===== config.mk =====
export PLATFORM = sky130hd
export DESIGN_NAME = sps_sync_pulse_control_bank
export DESIGN_NICKNAME = d
export VERILOG_FILES = /design/src/hdl/sps_pkg.sv /design/src/hdl/sps_sync_pulse_control_bank.sv
export VERILOG_INCLUDE_DIRS = /design/src /design/src/hdl
export SDC_FILE = /design/constraint.sdc
export NUM_CORES = 1
export LEC_CHECK = 0
export BUFFER_PORTS_ARGS = -buffer_cell sky130_fd_sc_hd__buf_2
export CAP_MARGIN = 40
export CORE_UTILIZATION = 40
export CTS_CLUSTER_DIAMETER = 200
export DETAILED_ROUTE_END_ITERATION = 7
export HOLD_SLACK_MARGIN = 0.1
export MAX_ROUTING_LAYER = met4
export PLACE_DENSITY = 0.6
export SYNTH_ARGS = -nofsm -noshare
export SYNTH_HDL_FRONTEND = slang
export SYNTH_SLANG_ARGS = --single-unit
export TNS_END_PERCENT = 10

===== constraint.sdc =====
create_clock -name I_CLOCK -period 2.6 [get_ports I_CLOCK]
set_input_delay 0.26 -clock I_CLOCK [delete_from_list [all_inputs] [get_ports I_CLOCK]]
set_output_delay 0.26 -clock I_CLOCK [all_outputs]
set_load 0.1 [all_outputs]

===== src/hdl/sps_defines.svh =====
`ifndef SPS_DEFINES_SVH
`define SPS_DEFINES_SVH

`define SPS_ADDR_OWN          16'h0980
`define SPS_ADDR_ACT          16'h0981
`define SPS_ADDR_LEN_LO       16'h0982
`define SPS_ADDR_LEN_HI       16'h0983
`define SPS_ADDR_ACT_STAT     16'h0984
`define SPS_ADDR_STAT0        16'h098E
`define SPS_ADDR_STAT1        16'h098F

`define SPS_OWN_SYNC_BIT      0
`define SPS_OWN_LATCH_INPUT_ZERO_BIT    4
`define SPS_OWN_LATCH_INPUT_ONE_BIT    5
`define SPS_OWN_MASK          8'h31

`define SPS_ACT_UNIT_BIT      0
`define SPS_ACT_OUT0_BIT      1
`define SPS_ACT_OUT1_BIT      2
`define SPS_ACT_AUTO_BIT      3
`define SPS_ACT_EXT_BIT       4
`define SPS_ACT_CHECK_BIT     5
`define SPS_ACT_WIN_BIT       6
`define SPS_ACT_DEBUG_BIT     7
`define SPS_ACT_STORE_MASK    8'h7F

`define SPS_OWN_RESET         8'h00
`define SPS_ACT_RESET         8'h00
`define SPS_LEN_RESET         16'h0000
`define SPS_CFG_LEN_WORD      16'h0002

`define SPS_CLK_PERIOD_NS     10
`define SPS_PULSE_UNIT_NS     10
`define SPS_CYC_PER_UNIT      ((`SPS_PULSE_UNIT_NS + `SPS_CLK_PERIOD_NS - 1) / `SPS_CLK_PERIOD_NS)

`endif


===== src/hdl/sps_pkg.sv =====
package sps_pkg;

   typedef struct packed {
      logic        wr;
      logic        rd;
      logic [15:0] addr;
      logic [7:0]  wdata;
   } sps_bus_req_t;

   typedef enum logic [1:0] {
      SPS_IDLE,
      SPS_TIMED,
      SPS_HELD
   } sps_pulse_state_t;

endpackage


===== src/hdl/sps_sync_pulse_control_bank.sv =====
`timescale 1ns/1ps
`include "sps_defines.svh"

module sps_sync_pulse_control_bank (
   // clock and reset
   input  wire logic                 I_CLOCK,
   input  wire logic                 I_SYS_RST,
   // network-side register port
   input  wire sps_pkg::sps_bus_req_t I_NET_REQ,
   output logic [7:0]                O_NET_RDATA,
   // host-side register port
   input  wire sps_pkg::sps_bus_req_t I_HOST_REQ,
   output logic [7:0]                O_HOST_RDATA,
   // device configuration
   input  wire logic                 I_SYS_TIME_HOST_CTRL,
   input  wire logic                 I_WR_ACK_EN,
   input  wire logic                 I_CFG_LOAD,
   input  wire logic [15:0]          I_CFG_PULSE_LEN,
   // timing unit
   input  wire logic                 I_START_TIME_WR,
   input  wire logic                 I_START_LOW_ONLY,
   input  wire logic                 I_START_OUT_OF_WINDOW,
   input  wire logic                 I_CYCLE_TIME_ZERO,
   input  wire logic [1:0]           I_PULSE_REQ,
   input  wire logic [1:0]           I_LATCH_IRQ,
   // controls to the timing and latch units
   output logic                      O_OWN_SYNC_HOST,
   output logic [1:0]                O_LATCH_OWN_HOST,
   output logic                      O_UNIT_ACTIVE,
   output logic [1:0]                O_OUT_EN,
   output logic                      O_EXTEND_START,
   output logic                      O_START_IMMEDIATE,
   output logic                      O_NEAR_WIN_LONG,
   // sync outputs and events
   output logic [1:0]                O_SYNC_OUT,
   output logic [1:0]                O_APP_EVENT_REQ,
   output logic [1:0]                O_LATCH_IRQ_NET,
   output logic [1:0]                O_LATCH_IRQ_HOST
);

   logic [7:0]  own_q, own_d;
   logic [7:0]  act_q, act_d;
   logic [15:0] len_q, len_d;
   logic [1:0]  pend_q, pend_d;
   logic        chk_q, chk_d;
   logic        shot_done_q, shot_done_d;
   logic [1:0]  evt_q, evt_d;
   logic [7:0]  net_rd_q, net_rd_d;
   logic [7:0]  host_rd_q, host_rd_d;
   logic        ext_q, ext_d;
   logic        imm_q, imm_d;
   logic        dbg_q, dbg_d;
   logic [1:0]  lirq_net_q, lirq_net_d;
   logic [1:0]  lirq_host_q, lirq_host_d;
   logic [7:0]  div_q, div_d;
   logic        tick;
   logic        act_wr;
   logic [7:0]  act_wdata;
   logic        activate;
   logic [1:0]  fire;
   logic [1:0]  emitted;
   logic [1:0]  ack_clr;
   logic [1:0]  host_evt_clr;
   logic [1:0]  sync_q;

   localparam logic [7:0] CYC_PER_UNIT = 8'(`SPS_CYC_PER_UNIT);

   function automatic logic [7:0] read_reg(input logic [15:0] addr, input logic [7:0] own, input logic [7:0] act,
                                           input logic [15:0] len, input logic [1:0] pend, input logic chk);
      logic [7:0] v;
      v = 8'h00;
      case (addr)
         `SPS_ADDR_OWN:      v = own & `SPS_OWN_MASK;
         `SPS_ADDR_ACT:      v = act & `SPS_ACT_STORE_MASK;
         `SPS_ADDR_LEN_LO:   v = len[7:0];
         `SPS_ADDR_LEN_HI:   v = len[15:8];
         `SPS_ADDR_ACT_STAT: v = {5'h00, chk, pend};
         `SPS_ADDR_STAT0:    v = {7'h00, pend[0]};
         `SPS_ADDR_STAT1:    v = {7'h00, pend[1]};
         default:            v = 8'h00;
      endcase
      return v;
   endfunction

   // pulse length unit divider, one-cycle enable per 10 ns unit
   always_comb begin
      tick  = (div_q == CYC_PER_UNIT - 8'h01);
      div_d = tick ? 8'h00 : div_q + 8'h01;
   end

   // activation write is taken only from the side that owns the unit
   always_comb begin
      if (own_q[`SPS_OWN_SYNC_BIT]) begin
         act_wr    = I_HOST_REQ.wr && (I_HOST_REQ.addr == `SPS_ADDR_ACT);
         act_wdata = I_HOST_REQ.wdata;
      end else begin
         act_wr    = I_NET_REQ.wr && (I_NET_REQ.addr == `SPS_ADDR_ACT);
         act_wdata = I_NET_REQ.wdata;
      end
   end

   // control registers
   always_comb begin
      own_d = own_q;
      if (I_NET_REQ.wr && (I_NET_REQ.addr == `SPS_ADDR_OWN)) begin
         own_d = I_NET_REQ.wdata & `SPS_OWN_MASK;
      end
      if (I_SYS_TIME_HOST_CTRL) begin
         own_d[`SPS_OWN_LATCH_INPUT_ZERO_BIT] = 1'b1;
      end
      act_d = act_q;
      dbg_d = 1'b0;
      if (act_wr) begin
         act_d = act_wdata & `SPS_ACT_STORE_MASK;
         dbg_d = act_wdata[`SPS_ACT_DEBUG_BIT];
      end
      // auto-activation only from an idle unit, where the start time is writable
      if (I_START_TIME_WR && act_q[`SPS_ACT_AUTO_BIT] && !act_q[`SPS_ACT_UNIT_BIT]) begin
         act_d[`SPS_ACT_UNIT_BIT] = 1'b1;
      end
      ext_d    = I_START_TIME_WR && I_START_LOW_ONLY && act_q[`SPS_ACT_EXT_BIT];
      activate = act_d[`SPS_ACT_UNIT_BIT] && !act_q[`SPS_ACT_UNIT_BIT];
      chk_d    = chk_q;
      imm_d    = 1'b0;
      if (activate) begin
         chk_d = I_START_OUT_OF_WINDOW;
         imm_d = I_START_OUT_OF_WINDOW && act_d[`SPS_ACT_CHECK_BIT];
      end
      len_d = len_q;
      if (I_CFG_LOAD) begin
         len_d = I_CFG_PULSE_LEN;
      end
   end

   // pulse gating, single-shot, pending and event requests
   always_comb begin
      emitted[0] = I_PULSE_REQ[0] && act_q[`SPS_ACT_UNIT_BIT] && act_q[`SPS_ACT_OUT0_BIT] && !shot_done_q;
      emitted[1] = I_PULSE_REQ[1] && act_q[`SPS_ACT_UNIT_BIT] && act_q[`SPS_ACT_OUT1_BIT];
      fire[0]    = emitted[0] || (dbg_q && act_q[`SPS_ACT_OUT0_BIT]);
      fire[1]    = emitted[1] || (dbg_q && act_q[`SPS_ACT_OUT1_BIT]);
      shot_done_d = shot_done_q;
      if (emitted[0] && I_CYCLE_TIME_ZERO) begin
         shot_done_d = 1'b1;
      end
      if (activate) begin
         shot_done_d = 1'b0;
      end
      pend_d = pend_q & ~emitted;
      if (!act_d[`SPS_ACT_UNIT_BIT]) begin
         pend_d = 2'b00;
      end
      if (activate) begin
         pend_d = pend_d | {act_d[`SPS_ACT_OUT1_BIT], act_d[`SPS_ACT_OUT0_BIT]};
      end
      ack_clr[0] = (I_NET_REQ.rd && (I_NET_REQ.addr == `SPS_ADDR_STAT0))
                || (I_HOST_REQ.rd && (I_HOST_REQ.addr == `SPS_ADDR_STAT0))
                || (I_HOST_REQ.wr && I_WR_ACK_EN && (I_HOST_REQ.addr == `SPS_ADDR_STAT0));
      ack_clr[1] = (I_NET_REQ.rd && (I_NET_REQ.addr == `SPS_ADDR_STAT1))
                || (I_HOST_REQ.rd && (I_HOST_REQ.addr == `SPS_ADDR_STAT1))
                || (I_HOST_REQ.wr && I_WR_ACK_EN && (I_HOST_REQ.addr == `SPS_ADDR_STAT1));
      host_evt_clr[0] = I_WR_ACK_EN ? (I_HOST_REQ.wr && (I_HOST_REQ.addr == `SPS_ADDR_STAT0))
                                    : (I_HOST_REQ.rd && (I_HOST_REQ.addr == `SPS_ADDR_STAT0));
      host_evt_clr[1] = I_WR_ACK_EN ? (I_HOST_REQ.wr && (I_HOST_REQ.addr == `SPS_ADDR_STAT1))
                                    : (I_HOST_REQ.rd && (I_HOST_REQ.addr == `SPS_ADDR_STAT1));
      // a pulse in the clearing cycle keeps its request
      evt_d = (evt_q & ~host_evt_clr) | fire;
   end

   // latch interrupts follow the owning side
   always_comb begin
      lirq_host_d = I_LATCH_IRQ & {own_q[`SPS_OWN_LATCH_INPUT_ONE_BIT], own_q[`SPS_OWN_LATCH_INPUT_ZERO_BIT]};
      lirq_net_d  = I_LATCH_IRQ & ~{own_q[`SPS_OWN_LATCH_INPUT_ONE_BIT], own_q[`SPS_OWN_LATCH_INPUT_ZERO_BIT]};
   end

   // read data, one cycle after the strobe
   always_comb begin
      net_rd_d  = I_NET_REQ.rd ? read_reg(I_NET_REQ.addr, own_q, act_q, len_q, pend_q, chk_q) : net_rd_q;
      host_rd_d = I_HOST_REQ.rd ? read_reg(I_HOST_REQ.addr, own_q, act_q, len_q, pend_q, chk_q) : host_rd_q;
   end

   always_ff @(posedge I_CLOCK) begin
      if (I_SYS_RST) begin
         own_q       <= `SPS_OWN_RESET;
         act_q       <= `SPS_ACT_RESET;
         len_q       <= `SPS_LEN_RESET;
         pend_q      <= 2'b00;
         chk_q       <= 1'b0;
         shot_done_q <= 1'b0;
         evt_q       <= 2'b00;
         net_rd_q    <= 8'h00;
         host_rd_q   <= 8'h00;
         ext_q       <= 1'b0;
         imm_q       <= 1'b0;
         dbg_q       <= 1'b0;
         lirq_net_q  <= 2'b00;
         lirq_host_q <= 2'b00;
         div_q       <= 8'h00;
      end else begin
         own_q       <= own_d;
         act_q       <= act_d;
         len_q       <= len_d;
         pend_q      <= pend_d;
         chk_q       <= chk_d;
         shot_done_q <= shot_done_d;
         evt_q       <= evt_d;
         net_rd_q    <= net_rd_d;
         host_rd_q   <= host_rd_d;
         ext_q       <= ext_d;
         imm_q       <= imm_d;
         dbg_q       <= dbg_d;
         lirq_net_q  <= lirq_net_d;
         lirq_host_q <= lirq_host_d;
         div_q       <= div_d;
      end
   end

   // one pulse shaper per sync output; a retrigger while busy is dropped
   for (genvar g = 0; g < 2; g++) begin : g_shaper
      sps_pkg::sps_pulse_state_t st_q, st_d;
      logic [15:0]               cnt_q, cnt_d;
      logic                      out_q;

      always_comb begin
         st_d  = st_q;
         cnt_d = cnt_q;
         case (st_q)
            sps_pkg::SPS_IDLE: begin
               if (fire[g]) begin
                  if (len_q == 16'h0000) begin
                     st_d = sps_pkg::SPS_HELD;
                  end else begin
                     st_d  = sps_pkg::SPS_TIMED;
                     cnt_d = len_q;
                  end
               end
            end
            sps_pkg::SPS_TIMED: begin
               if (tick) begin
                  cnt_d = cnt_q - 16'h0001;
                  if (cnt_q == 16'h0001) begin
                     st_d = sps_pkg::SPS_IDLE;
                  end
               end
            end
            sps_pkg::SPS_HELD: begin
               if (ack_clr[g]) begin
                  st_d = sps_pkg::SPS_IDLE;
               end
            end
            default: begin
               st_d = sps_pkg::SPS_IDLE;
            end
         endcase
      end

      always_ff @(posedge I_CLOCK) begin
         if (I_SYS_RST) begin
            st_q   <= sps_pkg::SPS_IDLE;
            cnt_q  <= 16'h0000;
            out_q  <= 1'b0;
         end else begin
            st_q   <= st_d;
            cnt_q  <= cnt_d;
            out_q  <= (st_d != sps_pkg::SPS_IDLE);
         end
      end

      // one flop per output, so each bit of the bus has a single driver
      assign sync_q[g] = out_q;
   end

   assign O_NET_RDATA       = net_rd_q;
   assign O_HOST_RDATA      = host_rd_q;
   assign O_OWN_SYNC_HOST   = own_q[`SPS_OWN_SYNC_BIT];
   assign O_LATCH_OWN_HOST  = {own_q[`SPS_OWN_LATCH_INPUT_ONE_BIT], own_q[`SPS_OWN_LATCH_INPUT_ZERO_BIT]};
   assign O_UNIT_ACTIVE     = act_q[`SPS_ACT_UNIT_BIT];
   assign O_OUT_EN          = {act_q[`SPS_ACT_OUT1_BIT], act_q[`SPS_ACT_OUT0_BIT]};
   assign O_EXTEND_START    = ext_q;
   assign O_START_IMMEDIATE = imm_q;
   assign O_NEAR_WIN_LONG   = act_q[`SPS_ACT_WIN_BIT];
   assign O_SYNC_OUT        = sync_q;
   assign O_APP_EVENT_REQ   = evt_q;
   assign O_LATCH_IRQ_NET   = lirq_net_q;
   assign O_LATCH_IRQ_HOST  = lirq_host_q;
endmodule // sps_sync_pulse_control_bank


Word level (Yosys, flattened, before mapping)
Index checks and enable logic that the tools add are counted.
{"block": "op_classes", "reduce_logical": 49, "n_mux": 30, "n_lt_le_gt_ge": 0, "n_mul": 0, "eq_ne": 26, "n_addsub": 3, "bitwise_logic": 11, "shifts": 0, "div_mod_pow": 0}
{"cell": "equality test 16 x 12 -> 1 bit, second input constant", "n": 14}
{"cell": "one-hot mux 8 bit (7 select lines)", "n": 2}
{"cell": "two-way mux 16 bit", "n": 5}
{"cell": "one-hot mux 16 bit (2 select lines)", "n": 2}
{"cell": "equality test 16 x 1 -> 1 bit, second input constant", "n": 2}
{"cell": "subtractor 16 x 1 -> 16 bit, second input constant", "n": 2}
{"cell": "logical AND 1 bit", "n": 26}
{"cell": "two-way mux 2 bit", "n": 11}
{"cell": "logical NOT 16 bit", "n": 1}
{"cell": "inequality test 2 bit, second input constant", "n": 6}
{"cell": "one-hot mux 2 bit (3 select lines)", "n": 2}
{"cell": "nonzero test 2 bit", "n": 5}
{"cell": "adder 8 x 1 -> 8 bit, second input constant", "n": 1}
{"cell": "AND 2 bit", "n": 4}
{"cell": "logical NOT 8 bit", "n": 1}
{"cell": "two-way mux 8 bit", "n": 1}
{"cell": "AND reduction 4 bit", "n": 2}
{"cell": "OR reduction 2 bit", "n": 4}
{"cell": "logical OR 1 bit", "n": 6}
{"cell": "two-way mux 6 bit", "n": 1}
{"cell": "inverter 2 bit", "n": 3}
{"cell": "two-way mux 1 bit", "n": 5}
{"cell": "two-way mux 5 bit", "n": 1}
{"cell": "equality test 2 x 1 -> 1 bit, second input constant", "n": 2}
{"cell": "5 further kinds", "n": 10}
{"block": "word_totals", "out_inout_bits": 33, "wordCells": 142, "n_memories": 0, "latch_bits": 0, "regBits": 101, "ram_bits": 0, "in_bits": 81, "rom_bits": 0}

Longest topological paths before layout
Gate-level depths: netlist (run 1).
{"block": "logic_depth", "depth_word": 8, "depth_mapped": 8, "depth_no_buf": 7}

Worst setup path after synthesis (run 1)
No wires, ideal clock.
{"block": "synth_timing", "kind": "register to register", "from": "register own_q[0]", "to": "register chk_q", "setup_slack_ns": 0.230, "path_stages_with_launch": 5, "path_buffers": 0, "arrival_time_ns": 2.251, "setup_ns": 0.119, "cell_sequence": "dfxtp_1 nand2_1 o32ai_4 mux2i_1 a2bb2o_2"}
{"block": "synth_between", "elab_chain_cells": 4}
{"element": "start: declaration", "line_no": "sps_sync_pulse_control_bank.sv:41", "source": "logic [7:0] own_q, own_d;"}
{"element": "start signal: assignment", "line_no": "sps_sync_pulse_control_bank.sv:183", "source": "own_q <= `SPS_OWN_RESET;"}
{"element": "start signal: assignment", "line_no": "sps_sync_pulse_control_bank.sv:199", "source": "own_q <= own_d;"}
{"element": "two-way mux 8 bit / two-way mux 1 bit (equally long branches)", "line_no": "sps_sync_pulse_control_bank.sv:93", "source": "if (own_q[`SPS_OWN_SYNC_BIT]) begin"}
{"element": "two-way mux 6 bit *", "line_no": "sps_sync_pulse_control_bank.sv:113", "source": "if (act_wr) begin"}
{"element": "two-way mux 1 bit *", "line_no": "sps_sync_pulse_control_bank.sv:118", "source": "if (I_START_TIME_WR && act_q[`SPS_ACT_AUTO_BIT] && !act_q[`SPS_ACT_UNIT_BIT]) begin"}
{"element": "logical AND 1 bit *", "line_no": "sps_sync_pulse_control_bank.sv:122", "source": "activate = act_d[`SPS_ACT_UNIT_BIT] && !act_q[`SPS_ACT_UNIT_BIT];"}
{"element": "end signal: assignment", "line_no": "sps_sync_pulse_control_bank.sv:203", "source": "chk_q <= chk_d;"}
{"element": "end: declaration", "line_no": "sps_sync_pulse_control_bank.sv:45", "source": "logic chk_q, chk_d;"}
Every way passes the cells marked *; elsewhere a longest branch is shown, timed or not.
A chain may end at the register's enable or synchronous reset.

Worst setup path after layout (run 1)
{"block": "layout_timing", "from": "register len_q[12]", "to": "register g_shaper[0].cnt_q[15]"}
{"block": "layout_between", "elab_chain_cells": 3}
{"element": "start: declaration", "line_no": "sps_sync_pulse_control_bank.sv:43", "source": "logic [15:0] len_q, len_d;"}
{"element": "start signal: assignment", "line_no": "sps_sync_pulse_control_bank.sv:185", "source": "len_q <= `SPS_LEN_RESET;"}
{"element": "start signal: assignment", "line_no": "sps_sync_pulse_control_bank.sv:201", "source": "len_q <= len_d;"}
{"element": "logical NOT 16 bit", "line_no": "sps_sync_pulse_control_bank.sv:229", "source": "if (len_q == 16'h0000) begin"}
{"element": "inequality test 2 bit (no source line)"}
{"element": "AND reduction 4 bit (no source line)"}
{"element": "end signal: assignment", "line_no": "sps_sync_pulse_control_bank.sv:263", "source": "cnt_q <= cnt_d;"}
{"element": "end: declaration", "line_no": "sps_sync_pulse_control_bank.sv:220", "source": "logic [15:0] cnt_q, cnt_d;"}
No other way between the ends.

==> Implementation_results.wiki, run 1 <==
{| class="wikitable"
! Metric !! Value
|-
| Required time at the endpoint of the critical path || approximately 2.9 ns
|-
| Part of the power in combinational logic || 0.100
|-
| Start point of the worst hold path || I_CFG_PULSE_LEN[11]
|-
| Combined area of all synthesized cells || 5640 µm²
|-
| Critical Path Most Common Cell || sky130_fd_sc_hd__buf_4
|-
| EDFF count, synth || 0
|-
| Portion of the clock cycle consumed by the worst path in the final layout || 0.899
|-
| Drt first pass iters || 7
|-
| Vias after detailed routing || about 5800
|-
| Via density per instance || between 5 and 6
|-
| Top_reg_cell synth || sky130_fd_sc_hd__dfxtp_1
|-
| Proportion of synthesized area in mux cells || 0.0837
|-
| Synth Instances || about 700
|-
| Clock tree from TritonCTS || yes
|-
| CTS H-tree depth || 3
|-
| Port buffer count || between 100 and 150
|-
| Number of clock sinks || just over 100
|-
| Number of cells traversed by the worst hold path || 3
|-
| Worst hold slack across all endpoints || ~0.13 ns
|-
| Simple-Gate Fraction of Synth Area || 0.269
|-
| RSZ-0062 raised after global routing || false
|-
| Cell breakdown of the critical path || nor4_1 > nand4_1 > buf_4 > a21boi_1 > buf_4 > o21ai_0 > a21oi_1
|-
| Post-layout instance count excluding filler cells || around 1000
|-
| Arrival time at the worst endpoint || approximately 2.6 ns
|-
| DRC Markers || 0
|-
| Layout overhead on the synthesized area || 21.3%
|-
| Gr ovfl total || 0
|-
| Switching part of the total || 0.270
|-
| Top delay family on crit path || simple AND/OR/NAND/NOR gates
|-
| Cell chosen for the clock root || sky130_fd_sc_hd__clkbuf_16
|-
| Total power density per cell area || about 480 nW/µm²
|-
| Kind of critical path || reg2reg
|-
| Reg power frac || 0.484
|-
| Mean Syn Cell Area || 8.07 µm²
|-
| Net count after synthesis || ~790
|-
| Fraction of synthesized cell area in xor and xnor cells || 0.0109
|-
| Clock-pin transition on the worst setup and hold timing paths || 0.08 ns
|-
| Overall routing resource usage || 0.260
|-
| Clock skew || roughly 0.013 ns
|-
| R2r endpoint || g_shaper[0].cnt_q[15]
|-
| Wire length of the first global-routing pass || roughly 28000 µm
|-
| Latest clock arrival within the worst-skew pair || around 0.36 ns
|-
| Sequential area share after synthesis || 0.359
|-
| Longest individual stage delay on the worst path || 0.66 ns
|-
| Synthesized-area fraction occupied by ao, oa, aoi and oai cells || 0.219
|-
| Leak pwr || 2.69 nW
|-
| Full die area || ~15000 µm²
|-
| Global placement routability congestion || 0.925
|-
| Transition time at the pin with the least slew margin || 0.804 ns
|-
| Slowest library cell on the worst path || sky130_fd_sc_hd__nor4_1
|-
| Final core utilization || 0.494
|-
| Buffers plus inverters on the worst setup path || 2
|-
| Number of antenna violations at the first check in global routing || 0
|-
| Async SR Flop Fraction || 0
|-
| Minimum period implied by the final worst setup slack || roughly 2.3 ns
|-
| Commonest non-fill, non-tap cell in the layout || sky130_fd_sc_hd__buf_2
|-
| Setup TNS after final layout || 0 ns
|-
| Initial detailed-routing violation count || slightly above 400
|-
| Synthesis warning total || 0
|-
| Net Sw Power || between 0.0008 and 0.0009 W
|-
| Worst min path class || in2reg
|-
| Net count reported at finish || around 900
|-
| DIE HEIGHT || between 100 and 150 µm
|-
| Highest-count cells in the layout ignoring fill and taps || 113 x sky130_fd_sc_hd__buf_2, 101 x sky130_fd_sc_hd__dfxtp_1, 73 x sky130_fd_sc_hd__nand2_1, 73 x sky130_fd_sc_hd__nor2_1, 60 x sky130_fd_sc_hd__a21oi_1
|-
| # Max-Cap Violations || 0
|-
| FF+latch count, synth || between 100 and 150
|-
| Average detailed-routed wire length per instance || between 15 and 20 µm
|-
| Worst vdd ir || approximately 0.00031 V
|-
| Inserted Clock Buffers || 9
|-
| Count of cells along the worst register-to-register path || 7
|-
| Total wire length after detailed routing || roughly 18000 µm
|-
| Vias in the first global route || around 5400
|-
| Site row count || 43
|-
| Cell-internal power || about 0.0024 W
|-
| Final number of max-transition violations || 0
|-
| Core outline area || ~14000 µm²
|-
| Ratio of cells with drive above 1 in the final layout || 0.240
|-
| Floorplan die width || between 100 and 150 µm
|-
| Hold Violations, Final || 0
|-
| Antenna-violating nets left || 0
|-
| Slack of the worst reg-to-reg path || about 0.26 ns
|-
| Peak Freq || about 430 MHz
|-
| Dpl cells || roughly 1000
|-
| Adder and majority cell fraction of the synthesized area || 0.0133
|-
| Number of library cell types mapped by synthesis || 70
|-
| Largest net degree at the start of global routing || 38
|-
| Endpoint of the worst hold path || len_q[11]
|-
| Run status || finished clean
|-
| Reg2reg start || len_q[12]
|-
| Post-CTS sizing || 0
|-
| DP HPWL || ~13000 µm
|-
| Number of failing setup endpoints in the final timing report || 0
|-
| Number of top-level pins || 114
|-
| Category of the worst setup path capture point || flop
|-
| Worst-case clock buffer depth || 2
|-
| Crit start category || flop
|-
| Relative slew slack || 0.464
|-
| Starting density of the core || 0.408
|-
| ANT cells || 0
|-
| Main combinational cell family by area after synthesis || simple AND/OR/NAND/NOR gates
|-
| Portion of total power attributed to the clock network || 0.416
|-
| Crit path max fanout || 28
|}
[state kept, by name, indices dropped and copies added (netlist names)]
| name | count |
|---|---|
| shot_done_q | 1 |
| g_shaper.cnt_q | 32 |
| pend_q | 2 |
| O_LATCH_IRQ_NET | 2 |
| O_EXTEND_START | 1 |
| g_shaper.out_q | 2 |
| chk_q | 1 |
| O_HOST_RDATA | 8 |
| O_APP_EVENT_REQ | 2 |
| O_NET_RDATA | 8 |
| dbg_q | 1 |
| len_q | 16 |
| own_q | 3 |
| O_START_IMMEDIATE | 1 |
| g_shaper.st_q | 4 |
| act_q | 7 |
| div_q | 8 |
| O_LATCH_IRQ_HOST | 2 |
[tightest hold or removal path, cell delays in order]
cell,delay (ns)
sky130_fd_sc_hd__buf_2,0.07
sky130_fd_sc_hd__mux2i_1,0.05
sky130_fd_sc_hd__nor2_1,0.07
[through the flow]
stage | worst slack, ns | power (W) | cell area, µm²
4_1_cts | 0.228 | 0.00329 | 6810
6_report | 0.262 | 0.00327 | 6840
2_1_floorplan | 0.230 | 0.00179 | 5640
5_1_grt | 0.106 | 0.00340 | 6840
3_5_place_dp | 0.269 | 0.00194 | 6520
3_3_place_gp | 0.305 | 0.00194 | 6520
[layout make-up]
type / instances / area [µm²]
timing repair buffer: 149 / 861
fill: 1339 / 6990
sequential: 101 / 2020
clock buffer: 10 / 239
clock inverter: 6 / 53.8
inverter: 21 / 78.8
tap: 180 / 225
multi-input combinational: 534 / 3360
[cell families after synthesis]
logic type | Yosys count
simple gates | 287
compound gates | 192
flops | 101
buf+inv | 64
mux | 42
xor+xnor | 7
fa+ha+maj | 6
[power by group through the flow]
| stage | clock [W] | sequential [W] | combinational (W) |
|---|---|---|---|
| floorplan | 0 | 0.00165 | 0.000139 |
| detailed placement | 0 | 0.00162 | 0.000324 |
| CTS | 0.00138 | 0.00158 | 0.000326 |
| global route | 0.00147 | 0.00158 | 0.000354 |
| global placement | 0 | 0.00162 | 0.000317 |
| finish | 0.00136 | 0.00158 | 0.000328 |
[cell usage after synthesis (5+ instances only)]
master | count | share of area
sky130_fd_sc_hd__ha_1 | 6 | 0.013
sky130_fd_sc_hd__nor4b_1 | 5 | 0.0078
sky130_fd_sc_hd__mux2_2 | 10 | 0.020
sky130_fd_sc_hd__dfxtp_1 | 101 | 0.36
sky130_fd_sc_hd__o21a_1 | 5 | 0.0067
sky130_fd_sc_hd__mux2i_1 | 28 | 0.050
sky130_fd_sc_hd__inv_1 | 21 | 0.014
sky130_fd_sc_hd__xor2_1 | 6 | 0.0093
sky130_fd_sc_hd__or3_1 | 5 | 0.0055
sky130_fd_sc_hd__or2_2 | 6 | 0.0067
sky130_fd_sc_hd__a211oi_1 | 9 | 0.012
sky130_fd_sc_hd__nor2_1 | 73 | 0.049
sky130_fd_sc_hd__a22oi_1 | 5 | 0.0067
sky130_fd_sc_hd__nor2b_1 | 7 | 0.0078
sky130_fd_sc_hd__nand4_1 | 8 | 0.0089
sky130_fd_sc_hd__nor4_1 | 14 | 0.016
sky130_fd_sc_hd__nand2b_1 | 14 | 0.016
sky130_fd_sc_hd__buf_4 | 5 | 0.0067
sky130_fd_sc_hd__nor3b_1 | 8 | 0.011
sky130_fd_sc_hd__a31oi_1 | 5 | 0.0055
sky130_fd_sc_hd__nand2_1 | 73 | 0.049
sky130_fd_sc_hd__nand3_1 | 21 | 0.019
sky130_fd_sc_hd__clkbuf_1 | 37 | 0.025
sky130_fd_sc_hd__a222oi_1 | 5 | 0.0089
sky130_fd_sc_hd__o21ai_0 | 46 | 0.041
sky130_fd_sc_hd__a21oi_1 | 60 | 0.053
sky130_fd_sc_hd__nor3_1 | 17 | 0.015
sky130_fd_sc_hd__and3_1 | 7 | 0.0078
sky130_fd_sc_hd__o31ai_1 | 8 | 0.011
sky130_fd_sc_hd__a21o_1 | 10 | 0.013
[metal layers]
layer | GRT usage | vias to the layer above | part of all wire
met3 | 0.0542 | 48 | 0.066
met2 | 0.413 | 217 | 0.47
met1 | 0.313 | 2732 | 0.43
li1 | - | 2791 | -
met5 | - | - | 0
met4 | 0.125 | 0 | 0.038
[worst max path at each step]
| stage | from | endpoint | slack, ns | cells past startpoint |
|---|---|---|---|---|
| 3_5_place_dp | len_q[12] | g_shaper[1].cnt_q[15] | 0.27 | 5 |
| 6_report | len_q[12] | g_shaper[0].cnt_q[15] | 0.26 | 7 |
| 5_1_grt | len_q[12] | g_shaper[0].cnt_q[15] | 0.11 | 7 |
| 3_3_place_gp | len_q[12] | g_shaper[1].cnt_q[9] | 0.30 | 5 |
| 4_1_cts | len_q[12] | g_shaper[1].cnt_q[2] | 0.23 | 5 |
| 2_1_floorplan | own_q[0] | chk_q | 0.23 | 4 |
[repair_timing]
item                                   CTS  global route
setup endpoints to repair                0            13
endpoints found under the hold margin    0             0
hold buffers                             0             0
setup buffers                            0             2
Power figures use the tool's default switching activity.
==> inputs of run 2 (changes only) <==
==> constraint.sdc (replaced) <==
create_clock -name I_CLOCK -period 2.2 [get_ports I_CLOCK]
set_input_delay 0.22 -clock I_CLOCK [delete_from_list [all_inputs] [get_ports I_CLOCK]]
set_output_delay 0.22 -clock I_CLOCK [all_outputs]
set_load 0.1 [all_outputs]
==> run 2 against run 1 <==
Against the previous run:
- combinational power is 25% higher
- non-clock buffer count increased by 18
- utilization increased by 1.5 points
- setup slack got worse by 0.073 ns
- maximum frequency rose by 16%
- critical endpoint is now g_shaper[0].cnt_q[14]
==> Implementation_results.wiki, run 2 (synthesized netlist as in run 1, its figures left out) <==
{| class="wikitable"
! Metric !! Value
|-
| Run status || finished clean (unchanged)
|-
| Minimum period implied by the final worst setup slack || 2.01 ns (was 2.34 ns)
|-
| Commonest non-fill, non-tap cell in the layout || sky130_fd_sc_hd__buf_2 (unchanged)
|-
| DP HPWL || 13500 µm (was 13400 µm)
|-
| RSZ-0062 raised after global routing || false (unchanged)
|-
| Cell-internal power || 0.00303 W (was 0.00239 W)
|-
| Register Area || 2020 µm² (about the same)
|-
| Latest clock arrival within the worst-skew pair || 0.36 ns (about the same)
|-
| Number of cells traversed by the worst hold path || 3 (unchanged)
|-
| ANT cells || 0 (unchanged)
|-
| Buffers plus inverters on the worst setup path || 1 (was 2)
|-
| Hold Violations, Final || 0 (unchanged)
|-
| Post-placement cell area || 6640 µm² (was 6520 µm²)
|-
| Portion of the clock cycle consumed by the worst path in the final layout || 0.914 (was 0.899)
|-
| Category of the worst setup path capture point || flop (unchanged)
|-
| Highest-count cells in the layout ignoring fill and taps || 113 x sky130_fd_sc_hd__buf_2, 100 x sky130_fd_sc_hd__dfxtp_1, 73 x sky130_fd_sc_hd__nand2_1, 73 x sky130_fd_sc_hd__nor2_1, 60 x sky130_fd_sc_hd__a21oi_1 (was 113 x sky130_fd_sc_hd__buf_2, 101 x sky130_fd_sc_hd__dfxtp_1, 73 x sky130_fd_sc_hd__nand2_1, 73 x sky130_fd_sc_hd__nor2_1, 60 x sky130_fd_sc_hd__a21oi_1)
|-
| Cell chosen for the clock root || sky130_fd_sc_hd__clkbuf_16 (unchanged)
|-
| Peak Freq || 497 MHz (was 428 MHz)
|-
| Worst-case clock buffer depth || 2 (unchanged)
|-
| Setup crit end || g_shaper[0].cnt_q[14] (was g_shaper[0].cnt_q[15])
|-
| Floorplan die width || 121 µm (unchanged)
|-
| Worst vdd ir || 0.000427 V (was 0.000311 V)
|-
| Drt first pass iters || 5 (was 7)
|-
| Smallest setup slack after layout || 0.188 ns (was 0.262 ns)
|-
| Largest net degree at the start of global routing || 46 (was 38)
|-
| Most flops, register || g_shaper.cnt_q (unchanged)
|-
| Worst min path class || in2reg (unchanged)
|-
| Ratio of cells with drive above 1 in the final layout || 0.249 (was 0.240)
|-
| Kind of critical path || reg2reg (unchanged)
|-
| Count of cells along the worst register-to-register path || 7 (unchanged)
|-
| Net count reported at finish || 921 (was 903)
|-
| Clock tree from TritonCTS || yes (unchanged)
|-
| Relative slew slack || 0.655 (was 0.464)
|-
| Slowest library cell on the worst path || sky130_fd_sc_hd__or3b_2 (was sky130_fd_sc_hd__nor4_1)
|-
| Gr ovfl total || 0 (unchanged)
|-
| Global placement routability congestion || 0.909 (was 0.925)
|-
| R2r endpoint || g_shaper[0].cnt_q[14] (was g_shaper[0].cnt_q[15])
|-
| Total wire length after detailed routing || 18200 µm (about the same)
|-
| Required time at the endpoint of the critical path || 2.49 ns (was 2.88 ns)
|-
| Fill count || 1330 (was 1339)
|-
| Largest regs || g_shaper.cnt_q: 32 flops, len_q: 16 flops (unchanged)
|-
| Final number of max-transition violations || 0 (unchanged)
|-
| Part of the power in combinational logic || 0.102 (was 0.100)
|-
| Final design instance area without fill || 7040 µm² (was 6840 µm²)
|-
| Worst setup path start || g_shaper[0].cnt_q[0] (was len_q[12])
|-
| Switching part of the total || 0.252 (was 0.270)
|-
| Number of flip-flops in the largest register || 32 (unchanged)
|-
| Arrival time at the worst endpoint || 2.31 ns (was 2.62 ns)
|-
| Vias after detailed routing || 5827 (was 5788)
|-
| Total stage count of the critical path || 7 (unchanged)
|-
| Antenna-violating nets left || 0 (unchanged)
|-
| Net Sw Power || 0.00102 W (was 0.000883 W)
|-
| Portion of total power attributed to the clock network || 0.437 (was 0.416)
|-
| Full die area || 14600 µm² (unchanged)
|-
| Reg2reg start || g_shaper[0].cnt_q[0] (was len_q[12])
|-
| Core outline area || 13800 µm² (unchanged)
|-
| Transition time at the pin with the least slew margin || 0.517 ns (was 0.804 ns)
|-
| Leak pwr || 2.80 nW (was 2.69 nW)
|-
| Number of clock sinks || 101 (unchanged)
|-
| Reg power frac || 0.461 (was 0.484)
|-
| Worst hold slack across all endpoints || 0.101 ns (was 0.133 ns)
|-
| Inserted Clock Buffers || 9 (unchanged)
|-
| Clock-pin transition on the worst setup and hold timing paths || 0.07 ns (was 0.08 ns)
|-
| Number of failing setup endpoints in the final timing report || 0 (unchanged)
|-
| Crit path max fanout || 7 (was 28)
|-
| Via density per instance || 5.72 (was 5.78)
|-
| DIE HEIGHT || 121 µm (unchanged)
|-
| CTS H-tree depth || 3 (unchanged)
|-
| Slack of the worst reg-to-reg path || 0.19 ns (was 0.26 ns)
|-
| Initial detailed-routing violation count || 491 (was 406)
|-
| Starting density of the core || 0.408 (unchanged)
|-
| Multi-input gate area || 3360 µm² (about the same)
|-
| Pre-CTS setup slack || 0.0235 ns (was 0.269 ns)
|-
| Wire length of the first global-routing pass || 28400 µm (was 28100 µm)
|-
| Top delay family on crit path || simple AND/OR/NAND/NOR gates (unchanged)
|-
| Setup TNS after final layout || 0 ns (unchanged)
|-
| Clock skew || 0.00919 ns (was 0.0128 ns)
|-
| Number of antenna violations at the first check in global routing || 0 (unchanged)
|-
| DRC Markers || 0 (unchanged)
|-
| Vias in the first global route || 5542 (was 5363)
|-
| Number of top-level pins || 114 (unchanged)
|-
| Average detailed-routed wire length per instance || 17.9 µm (was 18.2 µm)
|-
| Crit start category || flop (unchanged)
|-
| Cell breakdown of the critical path || inv_1 > ha_1 > or3b_2 > nor2_1 > nand4_1 > a32o_1 > a21oi_1 (was nor4_1 > nand4_1 > buf_4 > a21boi_1 > buf_4 > o21ai_0 > a21oi_1)
|-
| Port buffer count || 113 (unchanged)
|-
| # Max-Cap Violations || 0 (unchanged)
|-
| Setup bufs post-CTS || 0 (unchanged)
|-
| Longest individual stage delay on the worst path || 0.49 ns (was 0.66 ns)
|-
| Overall routing resource usage || 0.261 (was 0.260)
|-
| Layout overhead on the synthesized area || 24.9% (was 21.3%)
|-
| Total power density per cell area || 575 nW/µm² (was 478 nW/µm²)
|-
| Site row count || 43 (unchanged)
|}
==> run 2: changes by cell type in the layout (fill, tap and decap cells not counted), sizes merged <==
| cell | previous run | this run |
|---|---|---|
| buf | 149 | 160 |
| bufinv | 0 | 2 |
| clkinv | 2 | 0 |
| dlygate4sd3 | 0 | 7 |
==> run 2: final cells by class <==
| type | instances | share of cell area |
|---|---|---|
| clock buffers | 10 | 0.0325 |
| clock inverters | 6 | 0.0133 |
| well taps | 180 | 0.0320 |
| multi-input cells | 534 | 0.478 |
| flip-flops and latches | 101 | 0.287 |
| inverters | 21 | 0.0112 |
| repair buffers | 167 | 0.146 |
==> run 2: worst min path at each step <==
stage,from,to
floorplan,I_HOST_REQ[24],O_HOST_RDATA[7]
detailed placement,O_NET_RDATA[1],O_NET_RDATA[1]
CTS,I_CFG_PULSE_LEN[13],len_q[13]
global placement,O_NET_RDATA[1],O_NET_RDATA[1]
finish,I_CFG_PULSE_LEN[13],len_q[13]
global route,I_CFG_PULSE_LEN[2],len_q[2]
==> run 2: worst min-delay path: cells and delay by family <==
family                 cells  cell delay, ns
buffers and inverters      1            0.08
multiplexers               1            0.05
AND/OR/NAND/NOR            1            0.07
==> run 2: stage by stage <==
step	util	power, W	cells
after global routing	0.509	0.00417	1019
after global placement	0.480	0.00230	996
after detailed placement	0.480	0.00230	996
after CTS	0.509	0.00406	1019
after floorplan	-	0.00211	699
final	0.509	0.00404	1019
==> run 2: metal layers <==
layer | track usage | part of all wire
met1 | 0.318 | 0.43
met5 | - | 0
met3 | 0.0368 | 0.060
met2 | 0.419 | 0.47
met4 | 0.137 | 0.038
==> run 2: repair_timing <==
item                                    in CTS  in global routing
endpoints found under the setup margin       0                  9
resized for setup                            0                  1
endpoints found under the hold margin        7                  0
hold buffers                                 7                  0
==> run 2: power groups by stage <==
stage               clock network [W]  logic (W)  registers [W]
detailed placement                  0   0.000395        0.00191
finish                        0.00177   0.000411        0.00186
global placement                    0   0.000391        0.00191
floorplan                           0   0.000164        0.00195
global route                  0.00187   0.000439        0.00187
CTS                           0.00179   0.000406        0.00186
